==> config.mk <==
export PLATFORM = sky130hd
export DESIGN_NAME = ebt_timer
export DESIGN_NICKNAME = d
export VERILOG_FILES = /design/src/rtl/ebt_pkg.sv /design/src/rtl/ebt_timer.sv
export SDC_FILE = /design/constraint.sdc
export NUM_CORES = 1
export LEC_CHECK = 0
export BUFFER_PORTS_ARGS = -buffer_cell sky130_fd_sc_hd__buf_2
export CAP_MARGIN = 10
export CORE_AREA = 2 2 98 100
export CTS_CLUSTER_SIZE = 24
export DETAILED_ROUTE_END_ITERATION = 10
export DIE_AREA = 0 0 100 102
export PLACE_DENSITY = 0.82
export SLEW_MARGIN = 20
export SYNTH_ARGS = -nofsm -noshare
export SYNTH_HDL_FRONTEND = slang
export SYNTH_SLANG_ARGS = --single-unit
==> constraint.sdc <==
create_clock -name CLOCK -period 6.86 [get_ports CLOCK]
set_input_delay 0.686 -clock CLOCK [delete_from_list [all_inputs] [get_ports CLOCK]]
set_output_delay 0.686 -clock CLOCK [all_outputs]
set_load 0.01 [all_outputs]
==> src/rtl/ebt_pkg.sv <==
package ebt_pkg;
   localparam logic [3:0] OFS_CTRL_A   = 4'h0;
   localparam logic [3:0] OFS_CTRL_B   = 4'h4;
   localparam logic [3:0] OFS_COUNT    = 4'h8;
   localparam logic [3:0] OFS_MATCH_A  = 4'hc;
   localparam logic [4:0] OFS_MATCH_B  = 5'h18;
   localparam logic [4:0] OFS_PORT     = 5'h10;
   localparam logic [4:0] OFS_FLAGS    = 5'h14;
   localparam logic [7:0] CTRL_A_MASK  = 8'hf3;
   localparam logic [7:0] CTRL_B_MASK  = 8'h0f;
   localparam logic [7:0] VAL_MAX      = 8'hff;
   localparam logic [7:0] VAL_BOTTOM   = 8'h00;
   localparam logic [9:0] DIV_8        = 10'h007;
   localparam logic [9:0] DIV_32       = 10'h01f;
   localparam logic [9:0] DIV_64       = 10'h03f;
   localparam logic [9:0] DIV_128      = 10'h07f;
   localparam logic [9:0] DIV_256      = 10'h0ff;
   localparam logic [9:0] DIV_1024     = 10'h3ff;
   typedef enum logic [2:0]
   {
      EBT_NORMAL  = 3'b000,
      EBT_PC_FF   = 3'b001,
      EBT_CTC     = 3'b010,
      EBT_FAST_FF = 3'b011,
      EBT_RES4    = 3'b100,
      EBT_PC_A    = 3'b101,
      EBT_RES6    = 3'b110,
      EBT_FAST_A  = 3'b111
   } ebt_mode_e;
   typedef enum logic [1:0]
   {
      ACT_OFF = 2'b00,
      ACT_TGL = 2'b01,
      ACT_CLR = 2'b10,
      ACT_SET = 2'b11
   } ebt_act_e;
endpackage

==> src/rtl/ebt_timer.sv <==
// The register offsets and the Avalon-MM slave port are this design's own decisions.
`timescale 1ns/1ps
`default_nettype none
module ebt_timer
   import ebt_pkg::*;
(
   input  wire logic        CLOCK,
   input  wire logic        RST_N,
   input  wire logic        CLK_EN,
   input  wire logic [4:0]  AVS_ADDRESS,
   input  wire logic        AVS_READ,
   input  wire logic        AVS_WRITE,
   input  wire logic [31:0] AVS_WRITEDATA,
   input  wire logic [3:0]  AVS_BYTEENABLE,
   output logic      [31:0] AVS_READDATA,
   output logic             AVS_WAITREQUEST,
   output logic             CHAN_A_WAVE_PIN_O,
   output logic             CHAN_A_WAVE_PIN_OE_N,
   output logic             CHAN_B_WAVE_PIN_O,
   output logic             CHAN_B_WAVE_PIN_OE_N,
   output logic             MATCH_A_EVENT,
   output logic             MATCH_B_EVENT,
   output logic             OVERFLOW_EVENT
);
   import ebt_pkg::*;

   logic        rst_s1_r;
   logic        rst_s2_r;
   logic        rst_n;
   logic [7:0]  ctrl_a_r;
   logic [7:0]  ctrl_b_r;
   logic [7:0]  count_r;
   logic [7:0]  match_a_r;
   logic [7:0]  match_b_r;
   logic [7:0]  buf_a_r;
   logic [7:0]  buf_b_r;
   logic [3:0]  port_r;
   logic        up_r;
   logic        block_r;
   logic        wave_a_r;
   logic        wave_b_r;
   logic        ev_a_r;
   logic        ev_b_r;
   logic        ev_ov_r;
   logic        rd_done_r;
   logic [9:0]  pre_r;
   logic        tick;
   logic        wr;
   logic [2:0]  mode;
   logic        pwm;
   logic        fast;
   logic        pcor;
   logic [7:0]  top;
   logic        at_top;
   logic        hit_a;
   logic        hit_b;
   logic        force_a;
   logic        force_b;
   logic        cnt_wr;
   logic [1:0]  act_a;
   logic [1:0]  act_b;
   logic        conn_a;

   always_ff @(posedge CLOCK or negedge RST_N)
   begin
      if (!RST_N)
      begin
         rst_s1_r <= 1'b0;
         rst_s2_r <= 1'b0;
      end
      else
      begin
         rst_s1_r <= 1'b1;
         rst_s2_r <= rst_s1_r;
      end
   end
   assign rst_n = rst_s2_r;

   function automatic logic sel(input logic [4:0] adr, input logic [4:0] ofs);
      sel = (adr == ofs);
   endfunction

   assign wr      = AVS_WRITE && CLK_EN && AVS_BYTEENABLE[0];
   assign act_a   = ctrl_a_r[7:6];
   assign act_b   = ctrl_a_r[5:4];
   // channel A action 01 in pwm with top bit clear leaves the pin to the port
   assign conn_a  = (act_a != ACT_OFF) && !(pwm && act_a == ACT_TGL && !mode[2]);
   assign mode    = {ctrl_b_r[3], ctrl_a_r[1:0]};
   assign fast    = (mode == EBT_FAST_FF) || (mode == EBT_FAST_A);
   assign pcor    = (mode == EBT_PC_FF) || (mode == EBT_PC_A);
   assign pwm     = fast || pcor;
   assign top     = (mode == EBT_CTC || mode == EBT_PC_A || mode == EBT_FAST_A)
                    ? match_a_r : VAL_MAX;
   assign at_top  = (count_r == top);
   assign cnt_wr  = wr && sel(AVS_ADDRESS, {1'b0, OFS_COUNT});
   assign force_a = wr && sel(AVS_ADDRESS, {1'b0, OFS_CTRL_B})
                    && AVS_WRITEDATA[7] && !pwm;
   assign force_b = wr && sel(AVS_ADDRESS, {1'b0, OFS_CTRL_B})
                    && AVS_WRITEDATA[6] && !pwm;
   // compare disabled the tick after a counter write
   assign hit_a   = tick && !block_r && (count_r == match_a_r);
   assign hit_b   = tick && !block_r && (count_r == match_b_r);

   // prescaler taps
   always_comb
   begin
      case (ctrl_b_r[2:0])
         3'h1:    tick = 1'b1;
         3'h2:    tick = (pre_r[2:0] == DIV_8[2:0]);
         3'h3:    tick = (pre_r[4:0] == DIV_32[4:0]);
         3'h4:    tick = (pre_r[5:0] == DIV_64[5:0]);
         3'h5:    tick = (pre_r[6:0] == DIV_128[6:0]);
         3'h6:    tick = (pre_r[7:0] == DIV_256[7:0]);
         3'h7:    tick = (pre_r == DIV_1024);
         default: tick = 1'b0;
      endcase
   end

   always_ff @(posedge CLOCK or negedge rst_n)
   begin
      if (!rst_n)
         pre_r <= 10'h000;
      else if (CLK_EN)
         pre_r <= (ctrl_b_r[2:0] == 3'h0) ? 10'h000 : pre_r + 10'h001;
   end

   // register writes
   always_ff @(posedge CLOCK or negedge rst_n)
   begin
      if (!rst_n)
      begin
         ctrl_a_r <= 8'h00;
         ctrl_b_r <= 8'h00;
         buf_a_r  <= 8'h00;
         buf_b_r  <= 8'h00;
         port_r   <= 4'h0;
      end
      else if (wr)
      begin
         if (sel(AVS_ADDRESS, {1'b0, OFS_CTRL_A}))
            ctrl_a_r <= AVS_WRITEDATA[7:0] & CTRL_A_MASK;
         if (sel(AVS_ADDRESS, {1'b0, OFS_CTRL_B}))
            ctrl_b_r <= AVS_WRITEDATA[7:0] & CTRL_B_MASK;
         if (sel(AVS_ADDRESS, {1'b0, OFS_MATCH_A}))
            buf_a_r <= AVS_WRITEDATA[7:0];
         if (sel(AVS_ADDRESS, OFS_MATCH_B))
            buf_b_r <= AVS_WRITEDATA[7:0];
         if (sel(AVS_ADDRESS, OFS_PORT))
            port_r <= AVS_WRITEDATA[3:0];
      end
   end

   // compare buffers: immediate in non-PWM, at TOP in PWM
   always_ff @(posedge CLOCK or negedge rst_n)
   begin
      if (!rst_n)
      begin
         match_a_r <= 8'h00;
         match_b_r <= 8'h00;
      end
      else if (CLK_EN && (!pwm || (tick && at_top)))
      begin
         match_a_r <= buf_a_r;
         match_b_r <= buf_b_r;
      end
   end

   // counter
   always_ff @(posedge CLOCK or negedge rst_n)
   begin
      if (!rst_n)
      begin
         count_r <= 8'h00;
         up_r    <= 1'b1;
         block_r <= 1'b0;
      end
      else if (CLK_EN)
      begin
         if (cnt_wr)
            block_r <= 1'b1;
         else if (tick)
            block_r <= 1'b0;
         if (cnt_wr)
            count_r <= AVS_WRITEDATA[7:0];
         else if (tick)
         begin
            if (pcor)
            begin
               if (up_r && at_top)
               begin
                  up_r    <= 1'b0;
                  count_r <= count_r - 8'h01;
               end
               else if (!up_r && count_r == VAL_BOTTOM)
               begin
                  up_r    <= 1'b1;
                  count_r <= count_r + 8'h01;
               end
               else
                  count_r <= up_r ? count_r + 8'h01 : count_r - 8'h01;
            end
            else
            begin
               up_r    <= 1'b1;
               count_r <= at_top ? VAL_BOTTOM : count_r + 8'h01;
            end
         end
      end
   end

   function automatic logic wave_next(input logic cur, input logic [1:0] act,
                                      input logic hit, input logic frc,
                                      input logic [7:0] mval, input logic tgl_ok);
      logic ign;
      wave_next = cur;
      ign = pwm && act[1] && (mval == top);
      if (frc)
         wave_next = (act == ACT_TGL) ? !cur : (act == ACT_CLR) ? 1'b0 :
                     (act == ACT_SET) ? 1'b1 : cur;
      else if (!pwm && hit)
         wave_next = (act == ACT_TGL) ? !cur : (act == ACT_CLR) ? 1'b0 :
                     (act == ACT_SET) ? 1'b1 : cur;
      else if (act == ACT_TGL)
         wave_next = (tgl_ok && hit) ? !cur : cur;
      else if (fast && act[1])
      begin
         if (hit && !ign)
            wave_next = act[0];
         else if (tick && at_top)
            wave_next = !act[0];
      end
      else if (pcor && act[1])
      begin
         if (hit && !ign)
            wave_next = up_r ? act[0] : !act[0];
         else if (tick && at_top && ign)
            // level at top equals a down-counting match
            wave_next = !act[0];
      end
   endfunction

   always_ff @(posedge CLOCK or negedge rst_n)
   begin
      if (!rst_n)
      begin
         wave_a_r <= 1'b0;
         wave_b_r <= 1'b0;
      end
      else if (CLK_EN)
      begin
         wave_a_r <= wave_next(wave_a_r, act_a, hit_a, force_a, match_a_r, mode[2]);
         wave_b_r <= wave_next(wave_b_r, act_b, hit_b, force_b, match_b_r, 1'b0);
      end
   end

   // events: forced matches raise none
   always_ff @(posedge CLOCK or negedge rst_n)
   begin
      if (!rst_n)
      begin
         ev_a_r  <= 1'b0;
         ev_b_r  <= 1'b0;
         ev_ov_r <= 1'b0;
      end
      else if (CLK_EN)
      begin
         ev_a_r  <= hit_a;
         ev_b_r  <= hit_b;
         ev_ov_r <= tick && (pcor ? (!up_r && count_r == 8'h01)
                  : (mode == EBT_FAST_A) ? at_top : (count_r == VAL_MAX));
      end
   end

   // pin muxing: port bits 0/1 data, 2/3 direction
   always_ff @(posedge CLOCK or negedge rst_n)
   begin
      if (!rst_n)
      begin
         CHAN_A_WAVE_PIN_O    <= 1'b0;
         CHAN_B_WAVE_PIN_O    <= 1'b0;
         CHAN_A_WAVE_PIN_OE_N <= 1'b1;
         CHAN_B_WAVE_PIN_OE_N <= 1'b1;
      end
      else if (CLK_EN)
      begin
         CHAN_A_WAVE_PIN_O    <= conn_a ? wave_a_r : port_r[0];
         CHAN_B_WAVE_PIN_O    <= (act_b != ACT_OFF) ? wave_b_r : port_r[1];
         CHAN_A_WAVE_PIN_OE_N <= !port_r[2];
         CHAN_B_WAVE_PIN_OE_N <= !port_r[3];
      end
   end

   assign MATCH_A_EVENT  = ev_a_r;
   assign MATCH_B_EVENT  = ev_b_r;
   assign OVERFLOW_EVENT = ev_ov_r;

   // read path, one wait cycle
   always_ff @(posedge CLOCK or negedge rst_n)
   begin
      if (!rst_n)
      begin
         rd_done_r    <= 1'b0;
         AVS_READDATA <= 32'h0000_0000;
      end
      else if (CLK_EN)
      begin
         rd_done_r <= AVS_READ && !rd_done_r;
         if (AVS_READ && !rd_done_r)
         begin
            case (AVS_ADDRESS)
               {1'b0, OFS_CTRL_A}:  AVS_READDATA <= {24'h0, ctrl_a_r};
               {1'b0, OFS_CTRL_B}:  AVS_READDATA <= {24'h0, ctrl_b_r};
               {1'b0, OFS_COUNT}:   AVS_READDATA <= {24'h0, count_r};
               {1'b0, OFS_MATCH_A}: AVS_READDATA <= {24'h0, buf_a_r};
               OFS_MATCH_B:         AVS_READDATA <= {24'h0, buf_b_r};
               OFS_PORT:            AVS_READDATA <= {28'h0, port_r};
               OFS_FLAGS:           AVS_READDATA <= {29'h0, up_r, wave_b_r, wave_a_r};
               default:             AVS_READDATA <= 32'h0000_0000;
            endcase
         end
      end
   end
   assign AVS_WAITREQUEST = AVS_READ && !rd_done_r;

   AST_FORCE_NO_EVENT: assert property (@(posedge CLOCK) disable iff (!rst_n)
      (force_a && !hit_a) |=> !ev_a_r)
      else $error("forced match raised event");
   AST_STOPPED: assert property (@(posedge CLOCK) disable iff (!rst_n)
      (CLK_EN && ctrl_b_r[2:0] == 3'h0 && !cnt_wr) |=> $stable(count_r))
      else $error("counter moved while stopped");
   AST_BLOCK: assert property (@(posedge CLOCK) disable iff (!rst_n)
      (CLK_EN && cnt_wr) |=> !hit_a && !hit_b)
      else $error("match after counter write");
   AST_PIN_DIR: assert property (@(posedge CLOCK) disable iff (!rst_n)
      (CLK_EN && !port_r[3]) |=> CHAN_B_WAVE_PIN_OE_N)
      else $error("pin driven as input");
   AST_CTRL_ZERO: assert property (@(posedge CLOCK) disable iff (!rst_n)
      (ctrl_a_r[3:2] == 2'b00) && (ctrl_b_r[7:4] == 4'h0))
      else $error("reserved control bits set");
   AST_PC_TOP: assert property (@(posedge CLOCK) disable iff (!rst_n)
      (CLK_EN && tick && pcor && up_r && at_top && !cnt_wr) |=> !up_r)
      else $error("phase correct did not reverse");
   AST_DIV8: assert property (@(posedge CLOCK) disable iff (!rst_n)
      (CLK_EN && tick && ctrl_b_r[2:0] == 3'h2
       && !(wr && sel(AVS_ADDRESS, {1'b0, OFS_CTRL_B}))) |=> !tick)
      else $error("prescaler tick too soon");
   AST_FAST_TOP: assert property (@(posedge CLOCK) disable iff (!rst_n)
      (CLK_EN && tick && fast && act_b == ACT_CLR && at_top && !hit_b && !force_b)
      |=> wave_b_r)
      else $error("fast pwm not set at top");
endmodule // ebt_timer
`default_nettype wire

# Yosys cells after proc, flatten, opt, wreduce, memory -nomap -nowiden
# Cells that the tools add are included.
[word_totals] register_bits=110
[classes] add_sub_neg=3 n_eq_ne=42 mux=47 n_bitwise=1 n_reduce_logical=76
[ops] operator="$mux 8" count=8
[ops] operator="$pmux 8 s7" count=1
[ops] operator="$eq 8x8->1" count=5
[ops] operator="$logic_and 1x1->1" count=36
[ops] operator="$mux 1" count=36
[ops] operator="$eq 3x3->1 const B" count=7
[ops] operator="$eq 5x5->1 const B" count=4
[ops] operator="$eq 8x8->1 const B" count=2
[ops] operator="$logic_not 1->1" count=14
[ops] operator="$reduce_and 2->1" count=7
[ops] operator="$eq 3x2->1 const B" count=4
[ops] operator="$add 10x1->10 const B" count=1
[ops] operator="$eq 10x10->1 const B" count=1
[ops] operator="$eq 5x4->1 const B" count=2
[ops] operator="$mux 10" count=1
[ops] operator="$reduce_and 5->1" count=2
[ops] operator="$reduce_bool 5->1" count=2
[ops] operator="$add 8x1->8 const B" count=1
[ops] operator="$eq 2x2->1 const B" count=4
[ops] operator="$eq 8x1->1 const B" count=1
[ops] operator="$logic_not 8->1" count=1
[ops] operator="$sub 8x1->8 const B" count=1
[ops] operator="$eq 7x7->1 const B" count=1
[ops] operator="$pmux 1 s7" count=1
[ops] operator="other kinds (17)" count=26

# Longest topological paths before layout
[depth] ltp_word=14 depth_mapped=12 depth_no_buf=10

# Least setup slack after synthesis
# OpenSTA, ideal clock, no wires.
[synth_path] kind="register to register" start="register ctrl_b_r[3]" end="register match_a_r[0]" t_arrival_ns=2.798 t_required_ns=6.735 setup_slack_ns=3.937 stages_incl_launch_ff=12 path_buffers=4 synth_period_minus_slack_ns=2.923 cell_sequence="dfrtp_1 -> buf_6 -> or3b_4 -> buf_6 -> a2111oi_0 -> a211oi_1 -> or4_1 -> buf_6 -> o21ai_4 -> nand2_4 -> buf_12 -> mux2_4"
[synth_via] elab_chain_len=8 elab_cells_between_ends=16 cone_classes="eq/ne (6); mux (1); reduce/logical (9)"
[synth_lines] element="start, declared" line="ebt_timer.sv:31" text="logic [7:0] ctrl_b_r;"
[synth_lines] element="start signal, assigned" line="ebt_timer.sv:143" text="ctrl_b_r <= AVS_WRITEDATA[7:0] & CTRL_B_MASK;"
[synth_lines] element="$eq 3x2->1 / $eq 3x3->1 (equally long branches)" line="ebt_timer.sv:92, ebt_timer.sv:90"
[synth_lines] element="$logic_or 1x1->1 (2 in a row)" line="ebt_timer.sv:92" text="assign top = (mode == EBT_CTC || mode == EBT_PC_A || mode == EBT_FAST_A)"
[synth_lines] element="$mux 8" line="ebt_timer.sv:93" text="? match_a_r : VAL_MAX;"
[synth_lines] element="$eq 8x8->1" line="ebt_timer.sv:94" text="assign at_top = (count_r == top);"
[synth_lines] element="$logic_and 1x1->1" line="ebt_timer.sv:161" text="else if (CLK_EN && (!pwm || (tick && at_top)))"
[synth_lines] element="$logic_or 1x1->1 *" line="ebt_timer.sv:161"
[synth_lines] element="$logic_and 1x1->1 *" line="ebt_timer.sv:161"
[synth_lines] element="end signal, assigned" line="ebt_timer.sv:163" text="match_a_r <= buf_a_r;"
[synth_lines] element="end, declared" line="ebt_timer.sv:33" text="logic [7:0] match_a_r;"
# Mark *: on every way between the ends. The rest lies on a longest branch, timed or not.
# A chain may end at the register's enable or synchronous reset.

# Worst setup path after layout
[layout_path] start="register ctrl_a_r[0]" end="register count_r[6]"
[layout_via] elab_chain_len=10 elab_cells_between_ends=15 cone_classes="eq/ne (5); mux (6); reduce/logical (4)"
[layout_lines] element="start, declared" line="ebt_timer.sv:30" text="logic [7:0] ctrl_a_r;"
[layout_lines] element="start signal, assigned" line="ebt_timer.sv:141" text="ctrl_a_r <= AVS_WRITEDATA[7:0] & CTRL_A_MASK;"
[layout_lines] element="$eq 3x2->1 / $eq 3x3->1 (equally long branches)" line="ebt_timer.sv:92, ebt_timer.sv:90"
[layout_lines] element="$logic_or 1x1->1 (2 in a row)" line="ebt_timer.sv:92"
[layout_lines] element="$mux 8" line="ebt_timer.sv:93"
[layout_lines] element="$eq 8x8->1" line="ebt_timer.sv:94"
[layout_lines] element="$logic_and 1x1->1" line="ebt_timer.sv:189" text="if (up_r && at_top)"
[layout_lines] element="$mux 8" line="ebt_timer.sv:189"
[layout_lines] element="$mux 8 *" line="ebt_timer.sv:187" text="if (pcor)"
[layout_lines] element="$mux 8 *" line="ebt_timer.sv:185" text="else if (tick)"
[layout_lines] element="$mux 8 *" line="ebt_timer.sv:183" text="if (cnt_wr)"
[layout_lines] element="end signal, assigned" line="ebt_timer.sv:184" text="count_r <= AVS_WRITEDATA[7:0];"
[layout_lines] element="end signal, assigned" line="ebt_timer.sv:192" text="count_r <= count_r - 8'h01;"
[layout_lines] element="end signal, assigned" line="ebt_timer.sv:197" text="count_r <= count_r + 8'h01;"
[layout_lines] element="end, declared" line="ebt_timer.sv:32" text="logic [7:0] count_r;"
# Mark *: on every way between the ends. The rest lies on a longest branch, timed or not. The select of a mux whose other input is x is not followed.

==> impl_metrics.ini <==
[grt]
grt_first_pass_wirelength_um = 21500
number_of_antenna_violations_at_the_first_check_in_global_routing = 0
number_of_global_route_vias_before_repair = 4120
grt_start_max_net_pins = 85
grt_use_total_pct = 27.2
grt_overflow_total = 0

[yosys]
synthesis.area_um2 = 5300
ys_seq_elements = 86
netlist_instances = 544
synthDistinctLibCells = 70
synth_enable_flop_cells = 0
most_instantiated_flip_flop_cell_in_the_synthesis_netlist = dfrtp_1
async_flop_share_pct = 100
synth.yosys.seq_area_share_pct = 40.6
mean_cell_area_of_the_mapped_netlist_um2 = 9.75
yosysWarningCount = 0

[worst_setup_path]
setup.worst_path.end_class = flip-flop
setup_slack_on_the_worst_flop_to_flop_path_ns = 3.32
cp_cell_sequence = or3b_4 -> a2111oi_0 -> a211oi_1 -> or4_1 -> o21ai_2 -> o21ai_0 -> a221o_1
required_time_reported_for_the_critical_path_endpoint_ns = 7.12
critical-path-slowest-cell = or4_1
worst_path_dominant_cell_family = compound AO/OA/AOI/OAI gates
criticalPathCategory = flip-flop to flip-flop
r2r.worst_path.cells = 7
critical_path_buf_inv_count = 0
largest_fanout_on_the_critical_path = 19
crit-reg2reg-launch = ctrl_a_r[0]
worst_stage_delay_on_the_critical_path_ns = 0.75
r2r-end = count_r[6]
crit_path_dat_ns = 3.79
cp-start-kind = flip-flop

[pwr]
power_switching_uw = 504
power.leakage_uw = 0.00260
seqPwrFrac_pct = 48.4
p_per_area_nw_per_um2 = 249
power.total_uw = 1390
pwr-share-clk_pct = 27.5
comb_pwr_share_pct = 24.2
irDropWorstVdd_mv = 0.180
switching_share_pct = 36.1
p_int_uw = 891

[cells_and_area]
diodes = 0
nNetsFinal = 607
final.fill_count = 717
area.sequential_um2 = 2160
syn2layout_area_growth_pct = 5.47
ratio_of_cells_with_drive_above_1_in_the_final_layout_pct = 20.2
multiInputGateArea_um2 = 2830
mostFrequentLayoutCell = dfrtp_1
layout.cells.most_common_list = dfrtp_1 (82), nand2_1 (58), mux2_2 (34), buf_2 (34), nor2_1 (29)
post-route-util_pct = 61.4

[die]
die_height_um = 102
floorplan.die.width_um = 100
coreArea_um2 = 9110
initial_core_util_pct = 58.2
rows = 35
floorplan.io_pins = 86
die_area_um2 = 10200

[sta]
final_min_period_over_clock_period_pct = 51.5
slew_violations = 0
rsz0062_at_grt = no
timing.final.ws_setup_ns = 3.32
setup-tns-final_ns = 0
final_period_minus_worst_setup_slack_ns = 3.54
max_slew_margin_pct = 36.1
timing.fmax_mhz = 283
hold_violations_final = 0
fin_skew_ns = 0.0144
finalSetupViolations = 0
slew_of_the_pin_with_the_lowest_slew_margin_ns = 0.945
fin_hold_ws_ns = 0.0935

[routing]
detail-route-antenna-nets = 0
first_pass_iters = 6
detail_route.iter0.violations = 494
drt-vias-per-instance = 6.50
route.detailed.drc = 0
drt-wirelength-per-cell_um = 20.0
via_count = 4359
postRouteWirelength_um = 13400

[clocking]
clkSinkCount = 86
ctsRootBufferMaster = clkbuf_8
clk_path_buf_depth = 2
htreeDepth = 3
cts.hold.buffers_added = 0
clock_latency_at_the_later_pin_of_the_worst_skew_pair_ns = 0.36
num_cts_buffers = 9
cts_tree = yes
cts-resized-gates = 0
clkSlewWorstSetupHoldPaths_ns = 0.10
cts.repair_timing.setup_buffer_count = 0

[placement]
place_congestion = 0.978
portBuffers = 34
dp.final_hpwl_um = 9590
dp_slack_ns = 3.41

[worst_hold_path]
hp-class = input port to asynchronous set/reset pin

[run]
max-cap-violations = 0

[outcome]
outcome = completed
==> stage by stage <==
step | std cells | instance area [µm²]
after global routing | 671 | 5590
after floorplan | 567 | 5390
after detailed placement | 654 | 5350
after CTS | 670 | 5560
after global placement | 654 | 5350
final | 671 | 5590
==> cell families after synthesis <==
kind of cell	Yosys count	share of synthesized area, %
adders and majority gates	6	1.42
other	2	0.142
and+or+nand+nor	174	16.4
DFF	86	40.6
buffers and inverters	72	7.78
xor gates and xnor gates	25	4.13
muxes	54	11.9
AOI/OAI and AO/OA	125	17.5
==> state kept, by name, indices dropped and copies added, names as in the netlist, 4 cells and up <==
| signal | flops |
|---|---|
| match_b_r | 8 |
| ctrl_a_r | 6 |
| AVS_READDATA | 8 |
| match_a_r | 8 |
| ctrl_b_r | 4 |
| buf_a_r | 8 |
| pre_r | 10 |
| buf_b_r | 8 |
| count_r | 8 |
| port_r | 4 |
==> layout make-up <==
class                   count  share of cell area [%]
clock buffers               9                    2.21
clock inverters             7                    1.61
inverters                  13                   0.872
multi-input cells         409                    50.5
flip-flops and latches     86                    38.6
well taps                 111                    2.48
repair buffers             36                    3.67
==> cells in the mapped netlist (all sizes together) (2+ instances only) <==
cell type / n / area (µm²)
nor3b: 2 / 15.0
dfrtp: 83 / 2080
a22o: 8 / 70.1
and2: 8 / 51.3
buf: 35 / 274
o211ai: 4 / 30.0
ha: 6 / 75.1
dfstp: 3 / 78.8
a222oi: 5 / 50.1
nand3: 13 / 65.1
a22oi: 7 / 52.6
o31ai: 2 / 15.0
o41ai: 4 / 42.6
nor4: 5 / 31.3
a31oi: 8 / 50.1
a311o: 2 / 20.0
nand3b: 4 / 30.0
xnor2: 15 / 131
and3: 8 / 50.1
xor2: 10 / 87.6
or4: 3 / 22.5
a21o: 4 / 30.0
nand2: 59 / 229
a2111oi: 6 / 52.6
or3: 3 / 18.8
nand2b: 7 / 43.8
mux2i: 10 / 100
clkbuf: 24 / 90.1
nor2: 29 / 109
a311oi: 4 / 35.0
a21oi: 13 / 65.1
nor3: 10 / 50.1
mux2: 44 / 533
nand4: 10 / 62.6
a211oi: 4 / 30.0
a41oi: 2 / 17.5
o2111ai: 2 / 17.5
o21a: 3 / 22.5
a221oi: 5 / 43.8
o2bb2ai: 3 / 26.3
inv: 13 / 48.8
nor2b: 7 / 43.8
conb: 2 / 7.51
o21ai: 28 / 155
or2: 2 / 12.5
==> worst max-delay path by stage <==
stage / start / to / slack [ns] / cells past startpoint
after global placement: ctrl_a_r[0] / count_r[6] / 3.46 / 7
after floorplan: ctrl_b_r[3] / match_a_r[0] / 3.94 / 11
final: ctrl_a_r[0] / count_r[6] / 3.32 / 7
after detailed placement: ctrl_a_r[0] / count_r[6] / 3.41 / 7
after global routing: ctrl_a_r[0] / count_r[6] / 3.17 / 7
after CTS: ctrl_a_r[0] / count_r[6] / 3.40 / 7
==> power by group through the flow <==
stage / Sequential [µW] / Clock (µW) / Combinational [µW]
floorplan: 618 / 0 / 309
global placement: 680 / 0 / 311
detailed placement: 685 / 0 / 322
CTS: 674 / 387 / 324
global route: 682 / 407 / 376
finish: 674 / 383 / 337
==> layer usage <==
layer | part of all wire (%) | track usage, %
met1 | 41 | 36.5
met2 | 47 | 43.2
met3 | 8.4 | 5.27
met4 | 3.1 | 12.4
met5 | 0 | 0
No activity file was read; power rests on OpenSTA's default activity.
